$ cat config.mk
export PLATFORM = sky130hd
export DESIGN_NAME = uie_top
export DESIGN_NICKNAME = d
export VERILOG_FILES = /design/src/common/uie_pkg.sv /design/src/uie_prio.sv /design/src/uie_top.sv
export SDC_FILE = /design/constraint.sdc
export NUM_CORES = 1
export LEC_CHECK = 0
export BUFFER_PORTS_ARGS = -buffer_cell sky130_fd_sc_hd__buf_2
export CORE_UTILIZATION = 50
export CTS_BUF_LIST = sky130_fd_sc_hd__clkbuf_4
export DETAILED_ROUTE_END_ITERATION = 12
export GPL_ROUTABILITY_DRIVEN = 1
export HOLD_SLACK_MARGIN = 0.12
export PLACE_DENSITY = 0.93
export SETUP_SLACK_MARGIN = 0.02
export SYNTH_ARGS = -nofsm -noshare
export SYNTH_HDL_FRONTEND = slang
export SYNTH_SLANG_ARGS = --single-unit
$ cat constraint.sdc
create_clock -name clk -period 1.9 [get_ports clk]
set_input_delay 0.57 -clock clk [delete_from_list [all_inputs] [get_ports clk]]
set_output_delay 0.57 -clock clk [all_outputs]
set_load 0.005 [all_outputs]
$ cat src/common/uie_pkg.sv
package uie_pkg;

  // ----------------------------------------------------------------
  // Bus geometry
  // ----------------------------------------------------------------
  localparam int ADDR_W = 8;
  localparam int DATA_W = 32;
  localparam int SRC_N = 8;

  // ----------------------------------------------------------------
  // Register byte addresses
  // ----------------------------------------------------------------
  localparam logic [7:0] ADDR_MASK = 8'h00;
  localparam logic [7:0] ADDR_ID = 8'h04;
  localparam logic [7:0] ADDR_MODEM = 8'h08;

  // ----------------------------------------------------------------
  // Field positions of interrupt_mask
  // ----------------------------------------------------------------
  localparam int MB_RXDATA = 0;
  localparam int MB_THR = 1;
  localparam int MB_LINE = 2;
  localparam int MB_MODEM = 3;
  localparam int MB_SLEEP = 4;
  localparam int MB_XOFF = 5;
  localparam int MB_RTS = 6;
  localparam int MB_CTS = 7;
  localparam logic [7:0] MASK_RESET = 8'h00;
  localparam logic [7:0] MASK_LOCKED = 8'hF0;

  // ----------------------------------------------------------------
  // Pending source slots, slot 0 is the highest priority
  // ----------------------------------------------------------------
  localparam int SL_LINE = 0;
  localparam int SL_TIMEOUT = 1;
  localparam int SL_RXDATA = 2;
  localparam int SL_THR = 3;
  localparam int SL_MODEM = 4;
  localparam int SL_PIN = 5;
  localparam int SL_XOFF = 6;
  localparam int SL_FLOW = 7;

  // ----------------------------------------------------------------
  // Source codes in bits 5..0 of interrupt_source_id
  // ----------------------------------------------------------------
  localparam logic [5:0] CODE_LINE = 6'h06;
  localparam logic [5:0] CODE_TIMEOUT = 6'h0C;
  localparam logic [5:0] CODE_RXDATA = 6'h04;
  localparam logic [5:0] CODE_THR = 6'h02;
  localparam logic [5:0] CODE_MODEM = 6'h00;
  localparam logic [5:0] CODE_PIN = 6'h30;
  localparam logic [5:0] CODE_XOFF = 6'h10;
  localparam logic [5:0] CODE_FLOW = 6'h20;
  localparam logic [5:0] CODE_NONE = 6'h01;
  localparam logic [5:0] CODE_TAB [SRC_N] = '{CODE_LINE, CODE_TIMEOUT, CODE_RXDATA,
    CODE_THR, CODE_MODEM, CODE_PIN, CODE_XOFF, CODE_FLOW};

  // ----------------------------------------------------------------
  // Bus answers
  // ----------------------------------------------------------------
  localparam logic [1:0] RESP_OKAY = 2'h0;
  localparam logic [1:0] RESP_SLVERR = 2'h2;
  localparam logic [31:0] DATA_ZERO = 32'h0000_0000;

endpackage

$ cat src/uie_prio.sv
`timescale 1ns/1ns
module uie_prio
(
  input wire logic [7:0] pend,
  output logic [5:0] code
);

  // ----------------------------------------------------------------
  // Priority pick, walked from slot 7 down so slot 0 wins
  // ----------------------------------------------------------------
  always_comb
  begin
    code = uie_pkg::CODE_NONE;
    for (int i = uie_pkg::SRC_N - 1; i >= 0; i--)
    begin
      if (pend[i])
      begin
        code = uie_pkg::CODE_TAB[i];
      end
    end
  end

endmodule

$ cat src/uie_top.sv
`timescale 1ns/1ns
// Functional notes
// Seven interrupt kinds each have their own enable bit in interrupt_mask.
// Any enabled pending source drives the interrupt request output active.
// Mask bit 0 gates receive data interrupts.
// Mask bit 1 gates the transmit holding interrupt.
// Mask bit 2 gates the receiver line error interrupt.
// Mask bit 3 gates the modem status interrupt.
// Mask bit 4 requests sleep mode; zero leaves sleep off.
// Mask bit 5 gates the Xoff received interrupt.
// Mask bit 6 gates RTS change, bit 7 gates CTS change.
// Reset clears the whole mask: all masked, sleep off.
// Upper four mask bits only writable while enhanced write enable is set.
// Re-enabling transmit interrupt alone never raises a new transmit interrupt.
// Source id register is read-only 8 bits; writes do nothing.
// Id bits 7 and 6 both mirror the FIFO enable bit.
// Id bit 0 is 0 while something is pending, else 1.
// Line error is top priority, code 000110.
// Time-out 001100, rx data 000100, transmit 000010, modem 000000.
// Input pin change is level 5, code 110000.
// Xoff or special character is level 6, code 010000.
// CTS or RTS going inactive high is level 7, code 100000.
// Host reads modem status or pin state register to learn the cause.
// Modem change flags set on input change, clear on modem status read.
// Enabled special character match flags the Xoff/special source.
// Highest pending enabled source is shown; request drops when none remain.
module uie_top
(
  input wire logic clk,
  input wire logic rst_n,
  input wire logic awvalid,
  output logic awready,
  input wire logic [7:0] awaddr,
  input wire logic wvalid,
  output logic wready,
  input wire logic [31:0] wdata,
  input wire logic [3:0] wstrb,
  output logic bvalid,
  input wire logic bready,
  output logic [1:0] bresp,
  input wire logic arvalid,
  output logic arready,
  input wire logic [7:0] araddr,
  output logic rvalid,
  input wire logic rready,
  output logic [31:0] rdata,
  output logic [1:0] rresp,
  input wire logic lineError,
  input wire logic rxTimeout,
  input wire logic rxDataReady,
  input wire logic txSpaceReady,
  input wire logic gpioPinChange,
  input wire logic xoffReceived,
  input wire logic specialCharMatch,
  input wire logic specialDetectEnable,
  input wire logic enhancedWriteEnable,
  input wire logic fifoEnableBit,
  input wire logic rtsOutN,
  input wire logic ctsPinN,
  input wire logic dsrPinN,
  input wire logic riPinN,
  input wire logic cdPinN,
  output logic irqN,
  output logic sleepRequest
);

  logic [7:0] interruptMask;
  logic awHeld;
  logic wHeld;
  logic [7:0] wrAddr;
  logic [7:0] wrData;
  logic wrLane0;
  logic doWrite;
  logic rdTake;
  logic idRead;
  logic modemRead;
  logic [3:0] pinMeta;
  logic [3:0] pinSync;
  logic [3:0] pinLast;
  logic rtsLast;
  logic txLast;
  logic [3:0] modemChg;
  logic [3:0] modemSet;
  logic thrFlag;
  logic xoffFlag;
  logic ctsFlag;
  logic rtsFlag;
  logic thrSet;
  logic xoffSet;
  logic ctsSet;
  logic rtsSet;
  logic [7:0] pend;
  logic [5:0] srcCode;
  logic [7:0] idValue;
  logic [7:0] modemValue;

  // ----------------------------------------------------------------
  // Write channel: address and data taken in either order
  // ----------------------------------------------------------------
  assign doWrite = awHeld && wHeld && !bvalid;

  // Address side, one write outstanding at a time
  always_ff @(posedge clk or negedge rst_n)
  begin
    if (!rst_n)
    begin
      awready <= 1'b0;
      awHeld <= 1'b0;
      wrAddr <= 8'h00;
    end
    else if (awvalid && awready)
    begin
      awready <= 1'b0;
      awHeld <= 1'b1;
      wrAddr <= awaddr;
    end
    else if (doWrite)
    begin
      awHeld <= 1'b0;
    end
    else if (!awHeld && !bvalid)
    begin
      awready <= 1'b1;
    end
  end

  // Data side, only the low lane carries register bits
  always_ff @(posedge clk or negedge rst_n)
  begin
    if (!rst_n)
    begin
      wready <= 1'b0;
      wHeld <= 1'b0;
      wrData <= 8'h00;
      wrLane0 <= 1'b0;
    end
    else if (wvalid && wready)
    begin
      wready <= 1'b0;
      wHeld <= 1'b1;
      wrData <= wdata[7:0];
      wrLane0 <= wstrb[0];
    end
    else if (doWrite)
    begin
      wHeld <= 1'b0;
    end
    else if (!wHeld && !bvalid)
    begin
      wready <= 1'b1;
    end
  end

  // Response; the id and modem registers accept and drop writes
  always_ff @(posedge clk or negedge rst_n)
  begin
    if (!rst_n)
    begin
      bvalid <= 1'b0;
      bresp <= uie_pkg::RESP_OKAY;
    end
    else if (doWrite)
    begin
      bvalid <= 1'b1;
      if (wrAddr == uie_pkg::ADDR_MASK || wrAddr == uie_pkg::ADDR_ID ||
        wrAddr == uie_pkg::ADDR_MODEM)
      begin
        bresp <= uie_pkg::RESP_OKAY;
      end
      else
      begin
        bresp <= uie_pkg::RESP_SLVERR;
      end
    end
    else if (bvalid && bready)
    begin
      bvalid <= 1'b0;
    end
  end

  // ----------------------------------------------------------------
  // Interrupt mask register
  // ----------------------------------------------------------------
  // Upper nibble is locked unless enhanced writes are open
  always_ff @(posedge clk or negedge rst_n)
  begin
    if (!rst_n)
    begin
      interruptMask <= uie_pkg::MASK_RESET;
    end
    else if (doWrite && wrLane0 && wrAddr == uie_pkg::ADDR_MASK)
    begin
      if (enhancedWriteEnable)
      begin
        interruptMask <= wrData;
      end
      else
      begin
        interruptMask <= (interruptMask & uie_pkg::MASK_LOCKED) |
          (wrData & ~uie_pkg::MASK_LOCKED);
      end
    end
  end

  // Sleep request follows the mask bit one cycle later
  always_ff @(posedge clk or negedge rst_n)
  begin
    if (!rst_n)
    begin
      sleepRequest <= 1'b0;
    end
    else
    begin
      sleepRequest <= interruptMask[uie_pkg::MB_SLEEP];
    end
  end

  // ----------------------------------------------------------------
  // Read channel, side effects happen at the address handshake
  // ----------------------------------------------------------------
  assign rdTake = arvalid && arready;
  assign idRead = rdTake && araddr == uie_pkg::ADDR_ID;
  assign modemRead = rdTake && araddr == uie_pkg::ADDR_MODEM;
  assign idValue = {fifoEnableBit, fifoEnableBit, srcCode};
  // Live pin levels on top (active high), change flags below
  assign modemValue = {~pinSync, modemChg};

  always_ff @(posedge clk or negedge rst_n)
  begin
    if (!rst_n)
    begin
      arready <= 1'b0;
      rvalid <= 1'b0;
      rdata <= uie_pkg::DATA_ZERO;
      rresp <= uie_pkg::RESP_OKAY;
    end
    else if (rdTake)
    begin
      arready <= 1'b0;
      rvalid <= 1'b1;
      rresp <= uie_pkg::RESP_OKAY;
      case (araddr)
        uie_pkg::ADDR_MASK: rdata <= {24'h00_0000, interruptMask};
        uie_pkg::ADDR_ID: rdata <= {24'h00_0000, idValue};
        uie_pkg::ADDR_MODEM: rdata <= {24'h00_0000, modemValue};
        default:
        begin
          rdata <= uie_pkg::DATA_ZERO;
          rresp <= uie_pkg::RESP_SLVERR;
        end
      endcase
    end
    else if (rvalid && rready)
    begin
      rvalid <= 1'b0;
    end
    else if (!rvalid)
    begin
      arready <= 1'b1;
    end
  end

  // ----------------------------------------------------------------
  // Modem pins: two-flop synchronisers, then edge detection
  // ----------------------------------------------------------------
  // Bit order is CTS, DSR, RI, CD; pins are active low
  always_ff @(posedge clk or negedge rst_n)
  begin
    if (!rst_n)
    begin
      pinMeta <= 4'hF;
      pinSync <= 4'hF;
      pinLast <= 4'hF;
    end
    else
    begin
      pinMeta <= {cdPinN, riPinN, dsrPinN, ctsPinN};
      pinSync <= pinMeta;
      pinLast <= pinSync;
    end
  end

  // RI reports only its low to high change, the rest any change
  assign modemSet = {pinSync[3] ^ pinLast[3], pinSync[2] & ~pinLast[2],
    pinSync[1] ^ pinLast[1], pinSync[0] ^ pinLast[0]};

  // Change flags; a new edge in the read cycle survives the clear
  always_ff @(posedge clk or negedge rst_n)
  begin
    if (!rst_n)
    begin
      modemChg <= 4'h0;
    end
    else
    begin
      modemChg <= (modemRead ? 4'h0 : modemChg) | modemSet;
    end
  end

  // ----------------------------------------------------------------
  // Event flags cleared by reading the id that names them
  // ----------------------------------------------------------------
  // Transmit flag arms only on the level edge, never on a mask write
  assign thrSet = txSpaceReady && !txLast;
  assign xoffSet = xoffReceived || (specialCharMatch && specialDetectEnable);
  assign ctsSet = pinSync[0] && !pinLast[0];
  assign rtsSet = rtsOutN && !rtsLast;

  always_ff @(posedge clk or negedge rst_n)
  begin
    if (!rst_n)
    begin
      txLast <= 1'b0;
      rtsLast <= 1'b1;
    end
    else
    begin
      txLast <= txSpaceReady;
      rtsLast <= rtsOutN;
    end
  end

  // Set wins over clear when both land together
  always_ff @(posedge clk or negedge rst_n)
  begin
    if (!rst_n)
    begin
      thrFlag <= 1'b0;
      xoffFlag <= 1'b0;
      ctsFlag <= 1'b0;
      rtsFlag <= 1'b0;
    end
    else
    begin
      thrFlag <= thrSet || (thrFlag && !(idRead && srcCode == uie_pkg::CODE_THR));
      xoffFlag <= xoffSet || (xoffFlag && !(idRead && srcCode == uie_pkg::CODE_XOFF));
      ctsFlag <= ctsSet || (ctsFlag && !(idRead && srcCode == uie_pkg::CODE_FLOW));
      rtsFlag <= rtsSet || (rtsFlag && !(idRead && srcCode == uie_pkg::CODE_FLOW));
    end
  end

  // ----------------------------------------------------------------
  // Masked pending sources and priority pick
  // ----------------------------------------------------------------
  assign pend[uie_pkg::SL_LINE] = lineError && interruptMask[uie_pkg::MB_LINE];
  assign pend[uie_pkg::SL_TIMEOUT] = rxTimeout && interruptMask[uie_pkg::MB_RXDATA];
  assign pend[uie_pkg::SL_RXDATA] = rxDataReady && interruptMask[uie_pkg::MB_RXDATA];
  assign pend[uie_pkg::SL_THR] = thrFlag && interruptMask[uie_pkg::MB_THR];
  assign pend[uie_pkg::SL_MODEM] = (|modemChg) && interruptMask[uie_pkg::MB_MODEM];
  assign pend[uie_pkg::SL_PIN] = gpioPinChange && interruptMask[uie_pkg::MB_MODEM];
  assign pend[uie_pkg::SL_XOFF] = xoffFlag && interruptMask[uie_pkg::MB_XOFF];
  assign pend[uie_pkg::SL_FLOW] = (ctsFlag && interruptMask[uie_pkg::MB_CTS]) ||
    (rtsFlag && interruptMask[uie_pkg::MB_RTS]);

  // Fixed table keeps codes in one place, shared with the id read
  uie_prio u_prio
  (
    .pend(pend),
    .code(srcCode)
  );

  // Request line, active low, registered to stay glitch free
  always_ff @(posedge clk or negedge rst_n)
  begin
    if (!rst_n)
    begin
      irqN <= 1'b1;
    end
    else
    begin
      irqN <= !(|pend);
    end
  end
endmodule

==> results_dict.tcl <==
set metrics [dict create \
    layout.cells.most_common "buf_2" \
    ys_seq_area_share_pct 57.48 \
    ys_types 46 \
    cts_buffer_depth 2 \
    cts.clk_slew.worst_paths_ns 0.10 \
    cts_resized 0 \
    mostFrequentLayoutCells "buf_2, dfrtp_1, conb_1" \
    path_max_fanout 5 \
    syn_area_per_cell_sq_um 12.52 \
    hp-class "input port to flip-flop" \
    synth_warnings 0 \
    cp_slowest_cell "dfrtp_1" \
    synth-async-reset-ratio_pct 100.0 \
    grt_max_degree 27 \
    first_iter_violations 63 \
    ant_nets 0 \
    grt_pass1_vias 1942 \
    fmax_mhz 577.4 \
    synth-edff-count 0 \
    tritoncts "done" \
    critPathLaunchType "flip-flop" \
    hpwl_mm 4.096 \
    routed_wl_mm 5.414 \
    first_pass_iters 4 \
    gp_congestion 0.8616 \
    cts_buffers 9 \
    viasPerCell 5.077 \
    portBuffers 63 \
    layout-drive-gt1-share_pct 42.45 \
    slew_headroom_pct 52.73 \
    slew_violations 0 \
    vias 1980 \
    max_stage_delay_ns 0.41 \
    syn_inst 232 \
    setup_viol 0 \
    crit_family "simple AND/OR/NAND/NOR gates" \
    finalHoldViolations 0 \
    crit_type "flip-flop to flip-flop" \
    min_period_over_period_pct 91.15 \
    fin_util_pct 61.99 \
    place_area_sq_um 3292 \
    clock_sinks 66 \
    final_area_sq_um 3435 \
    synth_seq_cells 66 \
    antenna_found_initial 0 \
    die_x_um 78.21 \
    track_usage_pct 19.10 \
    status "completed" \
    pin_count 117 \
    path_cells "nor4_4 -> nand4b_4 -> or2_1 -> mux2_4" \
    worstPathArrival_ns 2.03 \
    rsz0062_at_grt "no" \
    period_minus_slack_ns 1.732 \
    fp.dieArea_sq_um 6117 \
    start_util_pct 52.42 \
    nFillCells 463 \
    skew_ns 0.01176 \
    clk_latency_ns 0.41 \
    ys.flop_type "dfrtp_1" \
    nets 388 \
    leakage_nw 1.673 \
    core_region_area_sq_um 5540 \
    power_density_nw_per_um2 1047 \
    endpoint_kind "flip-flop" \
    netlist_area_sq_um 2904 \
    die_y_um 78.21 \
    irDropWorstVdd_mv 0.7774 \
    area_growth_pct 18.27 \
    htree_levels 3 \
    grt_pass1_wl_mm 8.721 \
    cp.required_ns 2.20 \
    crit_buf_inv 0 \
    maxCapViolCount 0 \
    worst_slew_pin_slew_ns 0.6911 \
    diodes 0 \
    wire_per_inst_um 13.88 \
    drc 0 \
    grt_remaining_overflow 0 \
    clockRootBuffer "clkbuf_4" \
    num_rows 27 \
]
==> per-stage QoR <==
step | total power, mW | setup slack (ns) | setup TNS (ns) | hold slack (ns) | std cells
2_1_floorplan | 2.459 | 0.1225 | 0 | 0.2744 | 257
3_3_place_gp | 2.656 | -0.03797 | -0.1655 | 0.3465 | 373
3_5_place_dp | 2.729 | -0.1238 | -0.5103 | 0.3470 | 373
4_1_cts | 3.632 | 0.1535 | 0 | 0.2268 | 390
5_1_grt | 3.793 | 0.08720 | 0 | 0.2273 | 390
6_report | 3.595 | 0.1681 | 0 | 0.2497 | 390
==> synth_stat cells, types with 4 or more instances <==
cell / instances / area share, %
o21ai_0: 9 / 1.6
dfstp_2: 14 / 13
nor3_1: 4 / 0.69
a221o_1: 4 / 1.4
buf_4: 26 / 6.7
mux2_4: 4 / 2.1
dfrtp_1: 52 / 45
nor2_1: 8 / 1.0
nand4_1: 4 / 0.86
nand2_1: 18 / 2.3
mux2_2: 22 / 8.5
o21a_1: 5 / 1.3
inv_1: 9 / 1.2
a21oi_1: 7 / 1.2
==> worst register-to-register path: cells and delay by family (launching register included) <==
kind | cells | cell delay [ns]
multiplexers | 1 | 0.33
AND/OR/NAND/NOR | 3 | 0.90
flip-flops | 1 | 0.41
==> worst paths after layout <==
kind / start / to / slack (ns) / cells after the start
max: wrAddr[1] / interruptMask[5] / 0.17 / 4
max in group asynchronous: rst_n / pinSync[2] / 0.65 / 3
min reg2reg: pinMeta[1] / pinSync[1] / 0.36 / 0
min in group asynchronous: rst_n / wrData[6] / 0.66 / 2
min: ctsPinN / pinMeta[0] / 0.25 / 1
max reg2reg: wrAddr[1] / interruptMask[5] / 0.17 / 4
==> cell type report <==
type / count / area, sq um / share of cell area [%]
flip-flops and latches: 66 / 1669 / 48.60
multi-input cells: 152 / 1076 / 31.33
repair buffers: 75 / 432.9 / 12.60
clock buffers: 12 / 90.09 / 2.623
well taps: 72 / 90.09 / 2.623
clock inverters: 4 / 42.54 / 1.239
inverters: 9 / 33.78 / 0.9836
==> registers in the layout, summed over array words and instances, names as in the netlist, 4 cells and up <==
name           cells
rdata              8
pinSync            4
wrAddr             8
pinLast            4
pinMeta            4
modemChg           4
wrData             8
interruptMask      8
==> cell families (layout without fill, tap and decap cells) <==
| group | Yosys count | in the layout | synth area share, % |
|---|---|---|---|
| XOR/XNOR | 2 | 2 | 0.6033 |
| adder cells (fa/ha/maj) | 1 | 1 | 0.4308 |
| multiplexers | 29 | 29 | 11.63 |
| buffers and inverters | 39 | 100 | 8.703 |
| flip-flops | 66 | 66 | 57.48 |
| AO/OA/AOI/OAI | 41 | 41 | 9.910 |
| other | 1 | 26 | 0.1291 |
| AND/OR/NAND/NOR | 53 | 53 | 11.12 |
==> repair_timing <==
item | CTS | global route
hold buffers | 1 | 0
hold endpoints to repair | 11 | 0
buffers inserted | 0 | 0
==> layer usage <==
metal  vias to the layer above  GRT usage, %  routed length (um)  share of wire [%]
met5                         -             0                   0                  0
met2                       107         30.96                2531                 47
met1                       934         22.60                2270                 42
li1                        930             -                   -                  -
met4                         0         10.00                 102                1.9
met3                         9         6.279                 510                9.4
==> power by group <==
| part | switching, mW | total [mW] | internal [mW] | leakage (nW) |
|---|---|---|---|---|
| registers | 0.221 | 1.94 | 1.72 | 0.765 |
| clock network | 0.463 | 0.899 | 0.436 | 0.0764 |
| logic | 0.345 | 0.759 | 0.414 | 0.831 |
No activity file was read; power rests on OpenSTA's default activity.
